===== src/common/lswd_pkg.sv =====
// Package of constants and types for the low-speed watchdog timer
package lswd_pkg;

   // ==========================================================
   // Timing
   // ==========================================================
   localparam int unsigned TIMEOUT_OSC_PERIODS = 131072;
   localparam int unsigned OSC_TICK_DIV        = 128;
   localparam int unsigned TICKS_TO_OVF        = TIMEOUT_OSC_PERIODS / OSC_TICK_DIV;
   localparam int unsigned CNT_W               = $clog2(TICKS_TO_OVF);
   localparam logic [CNT_W-1:0] CNT_MAX        = CNT_W'(TICKS_TO_OVF - 1);
   localparam logic [CNT_W-1:0] CNT_ZERO       = CNT_W'(0);

   // ==========================================================
   // Register map: indices, byte address is four times index
   // ==========================================================
   localparam int unsigned ADDR_W  = 32;
   localparam int unsigned DATA_W  = 32;
   localparam logic [29:0] CTL_IDX = 30'h0000_5040;
   localparam logic [29:0] ST_IDX  = 30'h0000_5041;

   // ==========================================================
   // Fields and reset values
   // ==========================================================
   localparam int unsigned CTL_KICK_BIT = 4;
   localparam int unsigned ST_MODE_BIT  = 1;
   localparam int unsigned ST_OVF_BIT   = 0;
   localparam logic [3:0] KEY_STOP      = 4'hA;
   localparam logic       MODE_NMI      = 1'h0;

   localparam logic [1:0] RESP_OKAY   = 2'h0;
   localparam logic [1:0] RESP_SLVERR = 2'h2;

   // Control register image as software sees it
   typedef struct packed {
      logic [2:0] rsv;
      logic       kick_bit;
      logic [3:0] run_stop_key;
   } lswd_ctl_s;

   // Status register image as software sees it
   typedef struct packed {
      logic [5:0] rsv;
      logic       overflow_action_select;
      logic       overflow_status_bit;
   } lswd_st_s;

endpackage : lswd_pkg


===== src/rtl/lswd_tick_sync.sv =====
// Three-stage synchroniser with rise detect for the oscillator tick
`timescale 1ns/100ps
`default_nettype none
module lswd_tick_sync (
   input  wire logic sys_clk,
   input  wire logic reset,
   input  wire logic tick_async,
   output logic      tick_rise
);
   logic [2:0] sync_reg;
   logic       level_reg;

   always_ff @(posedge sys_clk or posedge reset) begin
      if (reset) begin
         sync_reg <= 3'h0;
      end else begin
         sync_reg <= {sync_reg[1:0], tick_async};
      end
   end

   // A change counts only once stages two and three agree
   always_ff @(posedge sys_clk or posedge reset) begin
      if (reset) begin
         level_reg <= 1'h0;
      end else if (sync_reg[1] == sync_reg[2]) begin
         level_reg <= sync_reg[2];
      end
   end

   assign tick_rise = (sync_reg[1] == sync_reg[2]) && sync_reg[2] && !level_reg;
endmodule : lswd_tick_sync
`default_nettype wire


===== src/rtl/lswd_up_counter.sv =====
// Up-counter with clear and wrap pulse
`timescale 1ns/100ps
`default_nettype none
module lswd_up_counter #(
   parameter int unsigned W = 10
) (
   input  wire logic         sys_clk,
   input  wire logic         reset,
   input  wire logic         step,
   input  wire logic         clear,
   output logic [W-1:0]      count,
   output logic              wrap
);
   logic [W-1:0] count_reg;

   assign wrap  = step && (count_reg == {W{1'b1}});
   assign count = count_reg;

   // Clear wins over a step in the same cycle
   always_ff @(posedge sys_clk or posedge reset) begin
      if (reset) begin
         count_reg <= '0;
      end else if (clear) begin
         count_reg <= '0;
      end else if (step) begin
         count_reg <= count_reg + W'(1);
      end
   end
endmodule : lswd_up_counter
`default_nettype wire


===== src/rtl/lswd_watchdog.sv =====
// Low-speed watchdog timer with AXI4-Lite register access
// ==========================================================
// ==========================================================
//
// The AXI4-Lite interface to the registers is this design's own decision.
`timescale 1ns/100ps
`default_nettype none
module lswd_watchdog (
   input  wire logic        sys_clk,
   input  wire logic        reset,
   input  wire logic        osc_tick,
   input  wire logic [31:0] s_axil_awaddr,
   input  wire logic        s_axil_awvalid,
   output logic             s_axil_awready,
   input  wire logic [31:0] s_axil_wdata,
   input  wire logic [3:0]  s_axil_wstrb,
   input  wire logic        s_axil_wvalid,
   output logic             s_axil_wready,
   output logic [1:0]       s_axil_bresp,
   output logic             s_axil_bvalid,
   input  wire logic        s_axil_bready,
   input  wire logic [31:0] s_axil_araddr,
   input  wire logic        s_axil_arvalid,
   output logic             s_axil_arready,
   output logic [31:0]      s_axil_rdata,
   output logic [1:0]       s_axil_rresp,
   output logic             s_axil_rvalid,
   input  wire logic        s_axil_rready,
   output logic             nmi_req,
   output logic             sys_reset_req
);

   // ==========================================================
   // Tick and counter
   // ==========================================================
   logic                         tick_rise;
   logic [lswd_pkg::CNT_W-1:0]   count;
   logic                         wrap;
   logic                         run;
   logic                         kick;
   logic                         ovf;
   logic [3:0]                   key_reg;
   logic                         mode_reg;
   logic                         status_reg;
   logic                         nmi_reg;
   logic                         rst_reg;

   // The oscillator tick has no enable of its own: halt keeps it, sleep stops it
   lswd_tick_sync u_sync (
      .sys_clk    (sys_clk),
      .reset      (reset),
      .tick_async (osc_tick),
      .tick_rise  (tick_rise)
   );

   assign run = (key_reg != lswd_pkg::KEY_STOP);

   lswd_up_counter #(
      .W (lswd_pkg::CNT_W)
   ) u_cnt (
      .sys_clk (sys_clk),
      .reset   (reset),
      .step    (tick_rise && run),
      .clear   (kick),
      .count   (count),
      .wrap    (wrap)
   );

   // Overflow still fires in a kick cycle so it is never lost
   assign ovf = wrap;

   // ==========================================================
   // Overflow outputs
   // ==========================================================
   always_ff @(posedge sys_clk or posedge reset) begin
      if (reset) begin
         nmi_reg <= 1'h0;
         rst_reg <= 1'h0;
      end else begin
         nmi_reg <= ovf && (mode_reg == lswd_pkg::MODE_NMI);
         rst_reg <= ovf && (mode_reg != lswd_pkg::MODE_NMI);
      end
   end

   assign nmi_req       = nmi_reg;
   assign sys_reset_req = rst_reg;

   // Set beats a kick arriving in the same cycle
   always_ff @(posedge sys_clk or posedge reset) begin
      if (reset) begin
         status_reg <= 1'h0;
      end else if (ovf) begin
         status_reg <= 1'h1;
      end else if (kick) begin
         status_reg <= 1'h0;
      end
   end

   // ==========================================================
   // AXI4-Lite write channel
   // ==========================================================
   logic                 awready_reg;
   logic                 wready_reg;
   logic                 bvalid_reg;
   logic [1:0]           bresp_reg;
   logic [29:0]          waddr_reg;
   logic [7:0]           wdata_reg;
   logic                 wlane_reg;
   logic                 wr_go;
   logic                 wr_ctl;
   logic                 wr_st;
   lswd_pkg::lswd_ctl_s  wctl;
   lswd_pkg::lswd_st_s   wst;

   assign wr_go  = !awready_reg && !wready_reg && !bvalid_reg;
   assign wr_ctl = wr_go && wlane_reg && (waddr_reg == lswd_pkg::CTL_IDX);
   assign wr_st  = wr_go && wlane_reg && (waddr_reg == lswd_pkg::ST_IDX);
   assign wctl   = wdata_reg;
   assign wst    = wdata_reg;
   assign kick   = wr_ctl && wctl.kick_bit;

   always_ff @(posedge sys_clk or posedge reset) begin
      if (reset) begin
         awready_reg <= 1'h1;
         waddr_reg   <= '0;
      end else if (s_axil_awvalid && awready_reg) begin
         awready_reg <= 1'h0;
         waddr_reg   <= s_axil_awaddr[31:2];
      end else if (bvalid_reg && s_axil_bready) begin
         awready_reg <= 1'h1;
      end
   end

   always_ff @(posedge sys_clk or posedge reset) begin
      if (reset) begin
         wready_reg <= 1'h1;
         wdata_reg  <= '0;
         wlane_reg  <= 1'h0;
      end else if (s_axil_wvalid && wready_reg) begin
         wready_reg <= 1'h0;
         wdata_reg  <= s_axil_wdata[7:0];
         wlane_reg  <= s_axil_wstrb[0];
      end else if (bvalid_reg && s_axil_bready) begin
         wready_reg <= 1'h1;
      end
   end

   always_ff @(posedge sys_clk or posedge reset) begin
      if (reset) begin
         bvalid_reg <= 1'h0;
         bresp_reg  <= lswd_pkg::RESP_OKAY;
      end else if (wr_go) begin
         bvalid_reg <= 1'h1;
         bresp_reg  <= (waddr_reg == lswd_pkg::CTL_IDX || waddr_reg == lswd_pkg::ST_IDX)
                       ? lswd_pkg::RESP_OKAY : lswd_pkg::RESP_SLVERR;
      end else if (s_axil_bready) begin
         bvalid_reg <= 1'h0;
      end
   end

   // Key and mode; reserved and kick bits are not stored
   always_ff @(posedge sys_clk or posedge reset) begin
      if (reset) begin
         key_reg <= lswd_pkg::KEY_STOP;
      end else if (wr_ctl) begin
         key_reg <= wctl.run_stop_key;
      end
   end

   always_ff @(posedge sys_clk or posedge reset) begin
      if (reset) begin
         mode_reg <= lswd_pkg::MODE_NMI;
      end else if (wr_st) begin
         mode_reg <= wst.overflow_action_select;
      end
   end

   assign s_axil_awready = awready_reg;
   assign s_axil_wready  = wready_reg;
   assign s_axil_bvalid  = bvalid_reg;
   assign s_axil_bresp   = bresp_reg;

   // ==========================================================
   // AXI4-Lite read channel
   // ==========================================================
   logic                 arready_reg;
   logic                 rvalid_reg;
   logic [1:0]           rresp_reg;
   logic [31:0]          rdata_reg;
   logic [29:0]          ridx;
   lswd_pkg::lswd_ctl_s  rctl;
   lswd_pkg::lswd_st_s   rst_img;

   assign ridx = s_axil_araddr[31:2];

   always_comb begin
      rctl                     = '0;
      rctl.run_stop_key        = key_reg;
      rst_img                  = '0;
      rst_img.overflow_action_select = mode_reg;
      rst_img.overflow_status_bit    = status_reg;
   end

   always_ff @(posedge sys_clk or posedge reset) begin
      if (reset) begin
         arready_reg <= 1'h1;
         rvalid_reg  <= 1'h0;
         rresp_reg   <= lswd_pkg::RESP_OKAY;
         rdata_reg   <= '0;
      end else if (s_axil_arvalid && arready_reg) begin
         arready_reg <= 1'h0;
         rvalid_reg  <= 1'h1;
         if (ridx == lswd_pkg::CTL_IDX) begin
            rdata_reg <= {24'h000000, rctl};
            rresp_reg <= lswd_pkg::RESP_OKAY;
         end else if (ridx == lswd_pkg::ST_IDX) begin
            rdata_reg <= {24'h000000, rst_img};
            rresp_reg <= lswd_pkg::RESP_OKAY;
         end else begin
            rdata_reg <= '0;
            rresp_reg <= lswd_pkg::RESP_SLVERR;
         end
      end else if (rvalid_reg && s_axil_rready) begin
         arready_reg <= 1'h1;
         rvalid_reg  <= 1'h0;
      end
   end

   assign s_axil_arready = arready_reg;
   assign s_axil_rvalid  = rvalid_reg;
   assign s_axil_rresp   = rresp_reg;
   assign s_axil_rdata   = rdata_reg;
endmodule : lswd_watchdog
`default_nettype wire

===== config.mk =====
export PLATFORM = sky130hd
export DESIGN_NAME = lswd_watchdog
export DESIGN_NICKNAME = d
export VERILOG_FILES = /design/src/common/lswd_pkg.sv /design/src/rtl/lswd_tick_sync.sv /design/src/rtl/lswd_up_counter.sv /design/src/rtl/lswd_watchdog.sv
export SDC_FILE = /design/constraint.sdc
export NUM_CORES = 1
export LEC_CHECK = 0
export BUFFER_PORTS_ARGS = -buffer_cell sky130_fd_sc_hd__buf_2
export CAP_MARGIN = 20
export CORE_ASPECT_RATIO = 0.6
export CORE_MARGIN = 3
export CORE_UTILIZATION = 46
export CTS_CLUSTER_DIAMETER = 100
export CTS_CLUSTER_SIZE = 12
export DETAILED_ROUTE_END_ITERATION = 7
export GPL_TIMING_DRIVEN = 0
export PLACE_DENSITY = 0.79
export SYNTH_ARGS = -nofsm -noshare
export SYNTH_HDL_FRONTEND = slang
export SYNTH_SLANG_ARGS = --single-unit

===== constraint.sdc =====
create_clock -name sys_clk -period 2.8 [get_ports sys_clk]
set_input_delay 0.84 -clock sys_clk [delete_from_list [all_inputs] [get_ports sys_clk]]
set_output_delay 0.84 -clock sys_clk [all_outputs]
set_load 0.02 [all_outputs]

==> Word level (Yosys, flattened, before mapping) <==
Cells that the tools add are included.
{ "classes": {"addsub": 1, "muxes": 18, "bitwise": 1, "n_reduce_logical": 28, "n_eq_ne": 7} }
{ "ops": {"columns": ["op", "n"], "rows": [
  ["30-bit by 15-bit equality test with 1-bit output, second input constant", 4],
  ["10-bit two-way mux", 2],
  ["1-bit logical AND", 17],
  ["2-bit nonzero test", 6],
  ["1-bit two-way mux", 11],
  ["10-bit by 1-bit adder with 10-bit output, second input constant", 1],
  ["10-bit equality test, second input constant", 1],
  ["2-bit two-way mux", 4],
  ["1-bit zero test", 4],
  ["4-bit two-way mux", 1],
  ["4-bit != test, second input constant", 1],
  ["1-bit equality test", 1],
  ["1-bit logical OR", 1],
  ["1-bit inverter", 1]
]} }
{ "totals": {"inputBits": 108, "output_inout_bits": 43, "wordCells": 74, "regBits": 99} }

==> Depth between registers and ports, before layout <==
{ "depth": {"ltp_word": 8, "ltp_mapped": 6, "mapped_depth_nobuf": 5} }

==> Hierarchy <==
A second synthesis with hierarchy kept.
{ "unflattened": {"hier_cells": 248, "area_unflattened_um2": 3138.0} }
{ "modules_own_cells": {"columns": ["mod", "seq_area_each_um2", "area_per_inst_um2", "cells_each", "n_inst"], "rows": [
  ["lswd_watchdog", 1382.6, 2483.6, 189, 1],
  ["lswd_up_counter", 250.2, 516.7, 51, 1],
  ["lswd_tick_sync", 100.1, 137.6, 8, 1]
]} }

==> Worst setup path after synthesis <==
Ideal clock, no wire load.
{ "synth_timing": {"kind": "input to register", "from": "input port s_axil_araddr[19]", "to": "register rresp_reg[1], in the netlist s_axil_rresp[1]", "t_required_ns": 2.675, "setup_time_ns": 0.125, "t_arrival_ns": 1.892, "slack_ns": 0.783, "n_path_buf": 0, "stages": 4, "cell_sequence": "nor4b_1 nand4_1 or3_1 mux2_2"} }
{ "synth_between": {"elab_chain_len": 3, "elab_cells_between_ends": 4, "cone_classes": "eq/ne: 2; mux: 2"} }
{ "synth_lines": {"columns": ["element", "line_no", "source"], "rows": [
  ["start: declaration", "lswd_watchdog.sv:22", "input wire logic [31:0] s_axil_araddr,"],
  ["30-bit by 15-bit equality test with 1-bit output", "lswd_watchdog.sv:216", "end else if (ridx == lswd_pkg::ST_IDX) begin"],
  ["2-bit two-way mux", "lswd_watchdog.sv:216", null],
  ["2-bit two-way mux (*)", "lswd_watchdog.sv:213", "if (ridx == lswd_pkg::CTL_IDX) begin"],
  ["end signal: assignment", "lswd_watchdog.sv:215", "rresp_reg <= lswd_pkg::RESP_OKAY;"],
  ["end signal: assignment", "lswd_watchdog.sv:218", "rresp_reg <= lswd_pkg::RESP_OKAY;"],
  ["end signal: assignment", "lswd_watchdog.sv:221", "rresp_reg <= lswd_pkg::RESP_SLVERR;"],
  ["end: declaration", "lswd_watchdog.sv:188", "logic [1:0] rresp_reg;"]
]} }
Mark *: on every way between the ends. The rest lies on a longest branch, timed or not.
A chain may end at the register's enable or synchronous reset.

==> Worst setup path after layout <==
{ "layout_timing": {"from": "register waddr_reg[23]", "to": "register u_cnt.count_reg[4], in the netlist u_cnt.count[4]"} }
{ "layout_between": {"elab_chain_len": 4, "elab_cells_between_ends": 5, "cone_classes": "eq/ne: 1; mux: 1; reduce/logical: 3"} }
{ "layout_lines": {"columns": ["element", "line_no", "source"], "rows": [
  ["start: declaration", "lswd_watchdog.sv:106", "logic [29:0] waddr_reg;"],
  ["start signal: assignment", "lswd_watchdog.sv:128", "waddr_reg <= s_axil_awaddr[31:2];"],
  ["30-bit by 15-bit equality test with 1-bit output (*)", "lswd_watchdog.sv:116", "assign wr_ctl = wr_go && wlane_reg && (waddr_reg == lswd_pkg::CTL_IDX);"],
  ["1-bit logical AND (*)", "lswd_watchdog.sv:116", null],
  ["1-bit logical AND (*)", "lswd_watchdog.sv:120", "assign kick = wr_ctl && wctl.kick_bit;"],
  ["10-bit two-way mux / 2-bit nonzero test (equally long branches)", null, null],
  ["end signal: assignment", "lswd_up_counter.sv:26", "count_reg <= count_reg + W'(1);"],
  ["end: declaration", "lswd_up_counter.sv:14", "logic [W-1:0] count_reg;"]
]} }
Marks and branches as above.

==> results.tsv <==
metric	value	unit
path_cells	nor4_1 -> nand4_1 -> nor4_1 -> buf_2 -> nor2_1	
setup_viol_count_final	0	
path_buf_inv	1	
grt_usage	0.1699	
setup-tns-final	0	ps
tritoncts	built	
max_freq	0.4853	GHz
worstMarginPinSlew	652.5	ps
syn_area_per_cell	12.40	um2
clock-sinks	69	
fin_nets	490	
slew_headroom	0.5644	
gp_congestion	0.7787	
power_density	850.8	mW/mm2
initial_core_util	0.4935	
drv_cap	0	
power	3.514	mW
async_reset_ff_frac	1.000	
clockBufferDepth	2	
ys_ff_latch	69	
cts_made_buffers	9	
antenna_cells	0	
ys_seq_area_frac	0.5522	
die_area	0.007881	mm2
dp_worst_setup_slack	570.2	ps
hold_violations	0	
intPower	2.586	mW
overflow	0	
cp.required	3000	ps
cts-root-buf	clkbuf_16	
dr_total_vias	2252	
drc	0	
grt_pass1_vias	2354	
synth_edf_count	0	
cp_top_family	simple AND/OR/NAND/NOR gates	
period_share	0.7359	
ys_dominant_reg_cell	dfrtp_1	
core_region_area	0.006359	mm2
peakVddDrop	0.4761	mV
die_y	69.98	um
cts_max_level	3	
drt_wl_total	6528	um
critical_path.max_stage_delay	550	ps
p_sw	0.9279	mW
cts_hold_buf	0	
clk_latency	330	ps
ys_top_cells_by_area	dfrtp_1 (51%), mux2_2 (15%), buf_4 (7.2%), dfstp_2 (4.2%), nor4_1 (2.2%)	
dpl.cell_count	453	
syn-instance-count	253	
crit_arrival	2260	ps
p_clk_frac	0.346	
worst_slack	739.4	ps
dr.pass1.iters	4	
netlist_area	0.003138	mm2
min_path_type	flip-flop to flip-flop	
final_cell_mix	buf_2 (88), dfrtp_1 (64), mux2_2 (43)	
slew_viol_final	0	
netSwitchingFraction	0.2641	
via_per_inst	4.802	
yosys.area.top_type	dfrtp_1	
hpwlAfterDp	4885	um
grt_pass1_wl	10560	um
largest_register_ffs	30	
die-width	112.6	um
path_clk_slew	60	ps
cts_resized	0	
endpoint_kind	flip-flop	
syn2layout_area_growth	31.62	%
synth_top_area_share	0.5104	
rsz0062_at_grt	false	
final_common_cell	buf_2	
cpMostUsedCell	nor4_1	
final_util	0.6495	
drtIter0Drc	95	
fin_hold_ws	361.8	ps
port_buffers	86	
avgRoutedWirePerCell	13.92	um
finClkSkew	9.410	ps
synth.distinct_cells	37	
comb_power_share	0.212	
final_area	0.004130	mm2
yosys_warnings	0	
power_frac_seq	0.441	
row_count	22	
cp_max_fo	10	
io_pins	151	
grt_max_degree	39	
post_cts_buffers	0	
place_area	0.003802	mm2
status	completed	
crit_type	flip-flop to flip-flop	
slowest_stage	nor4_1	
start_kind	flip-flop	
power_leakage	2.021	nW
drtAntennaViolNets	0	
instances_no_fill	469	
drive_gt1_frac	0.4779	
post-route-min-period	2061	ps
antenna_found_initial	0	
-- routing by layer --
metal	up-vias	global-route usage	wire length, um
li1	1102	-	-
met1	1056	0.1789	2558
met2	89	0.2959	3173
met3	5	0.09524	733
met4	0	0.04133	62
met5	-	0	0
-- power by group through the flow --
| stage | sequential, mW | clock, mW | combinational (mW) |
|---|---|---|---|
| 6_report | 1.55 | 1.22 | 0.746 |
| 5_1_grt | 1.60 | 1.28 | 0.827 |
| 4_1_cts | 1.55 | 1.24 | 0.757 |
| 3_5_place_dp | 1.56 | 0 | 0.748 |
| 3_3_place_gp | 1.54 | 0 | 0.709 |
| 2_1_floorplan | 1.53 | 0 | 0.547 |
-- cell families (layout without fill, tap and decap cells) --
group / count (synthesis) / in the layout / synth area share
AND/OR/NAND/NOR: 70 / 70 / 0.1320
XOR/XNOR: 5 / 5 / 0.01395
flip-flops: 69 / 69 / 0.5522
adder cells (fa/ha/maj): 2 / 2 / 0.007973
multiplexers: 48 / 48 / 0.1703
AO/OA/AOI/OAI: 17 / 17 / 0.03668
buffers and inverters: 41 / 144 / 0.08573
other: 1 / 30 / 0.001195
-- cells in the mapped netlist (all sizes together), types with 2 or more instances --
library cell / number
dfstp: 5
buf: 32
inv: 6
nor4b: 3
or4: 5
and3: 2
nand4: 6
nand3: 5
xor2: 4
and2: 2
mux2i: 5
ha: 2
o31ai: 6
nand2: 15
nor4: 12
nand3b: 2
a22o: 2
dfrtp: 64
clkbuf: 3
o21ai: 2
a21oi: 5
mux2: 43
nor3: 3
nor2: 8
-- final cells by class --
cell class	count	area (um2)
Fill cell	532	2228
Sequential cell	69	1733
Multi-Input combinational cell	172	1245
Timing Repair Buffer	87	450.4
Clock buffer	13	260.3
Buffer	35	246.5
Tap cell	84	105.1
Clock inverter	3	67.56
Inverter	6	22.52
-- worst paths after layout --
path	cells past startpoint	start	to	slack, ps
hold reg to reg	0	u_sync.sync_reg[0]	u_sync.sync_reg[1]	360
min in group asynchronous	2	reset	u_sync.sync_reg[0]	600
hold / removal	0	u_sync.sync_reg[0]	u_sync.sync_reg[1]	360
max in group asynchronous	3	reset	key_reg[3]	1510
setup reg to reg	5	waddr_reg[23]	u_cnt.count[4]	740
setup / recovery	5	waddr_reg[23]	u_cnt.count[4]	740
-- worst reg2reg max path, delay by kind of cell (launching register included) --
kind	cells	cell delay, ps
buffers and inverters	1	310
and+or+nand+nor	4	1230
DFF	1	390
No activity file was read; power rests on OpenSTA's default activity.
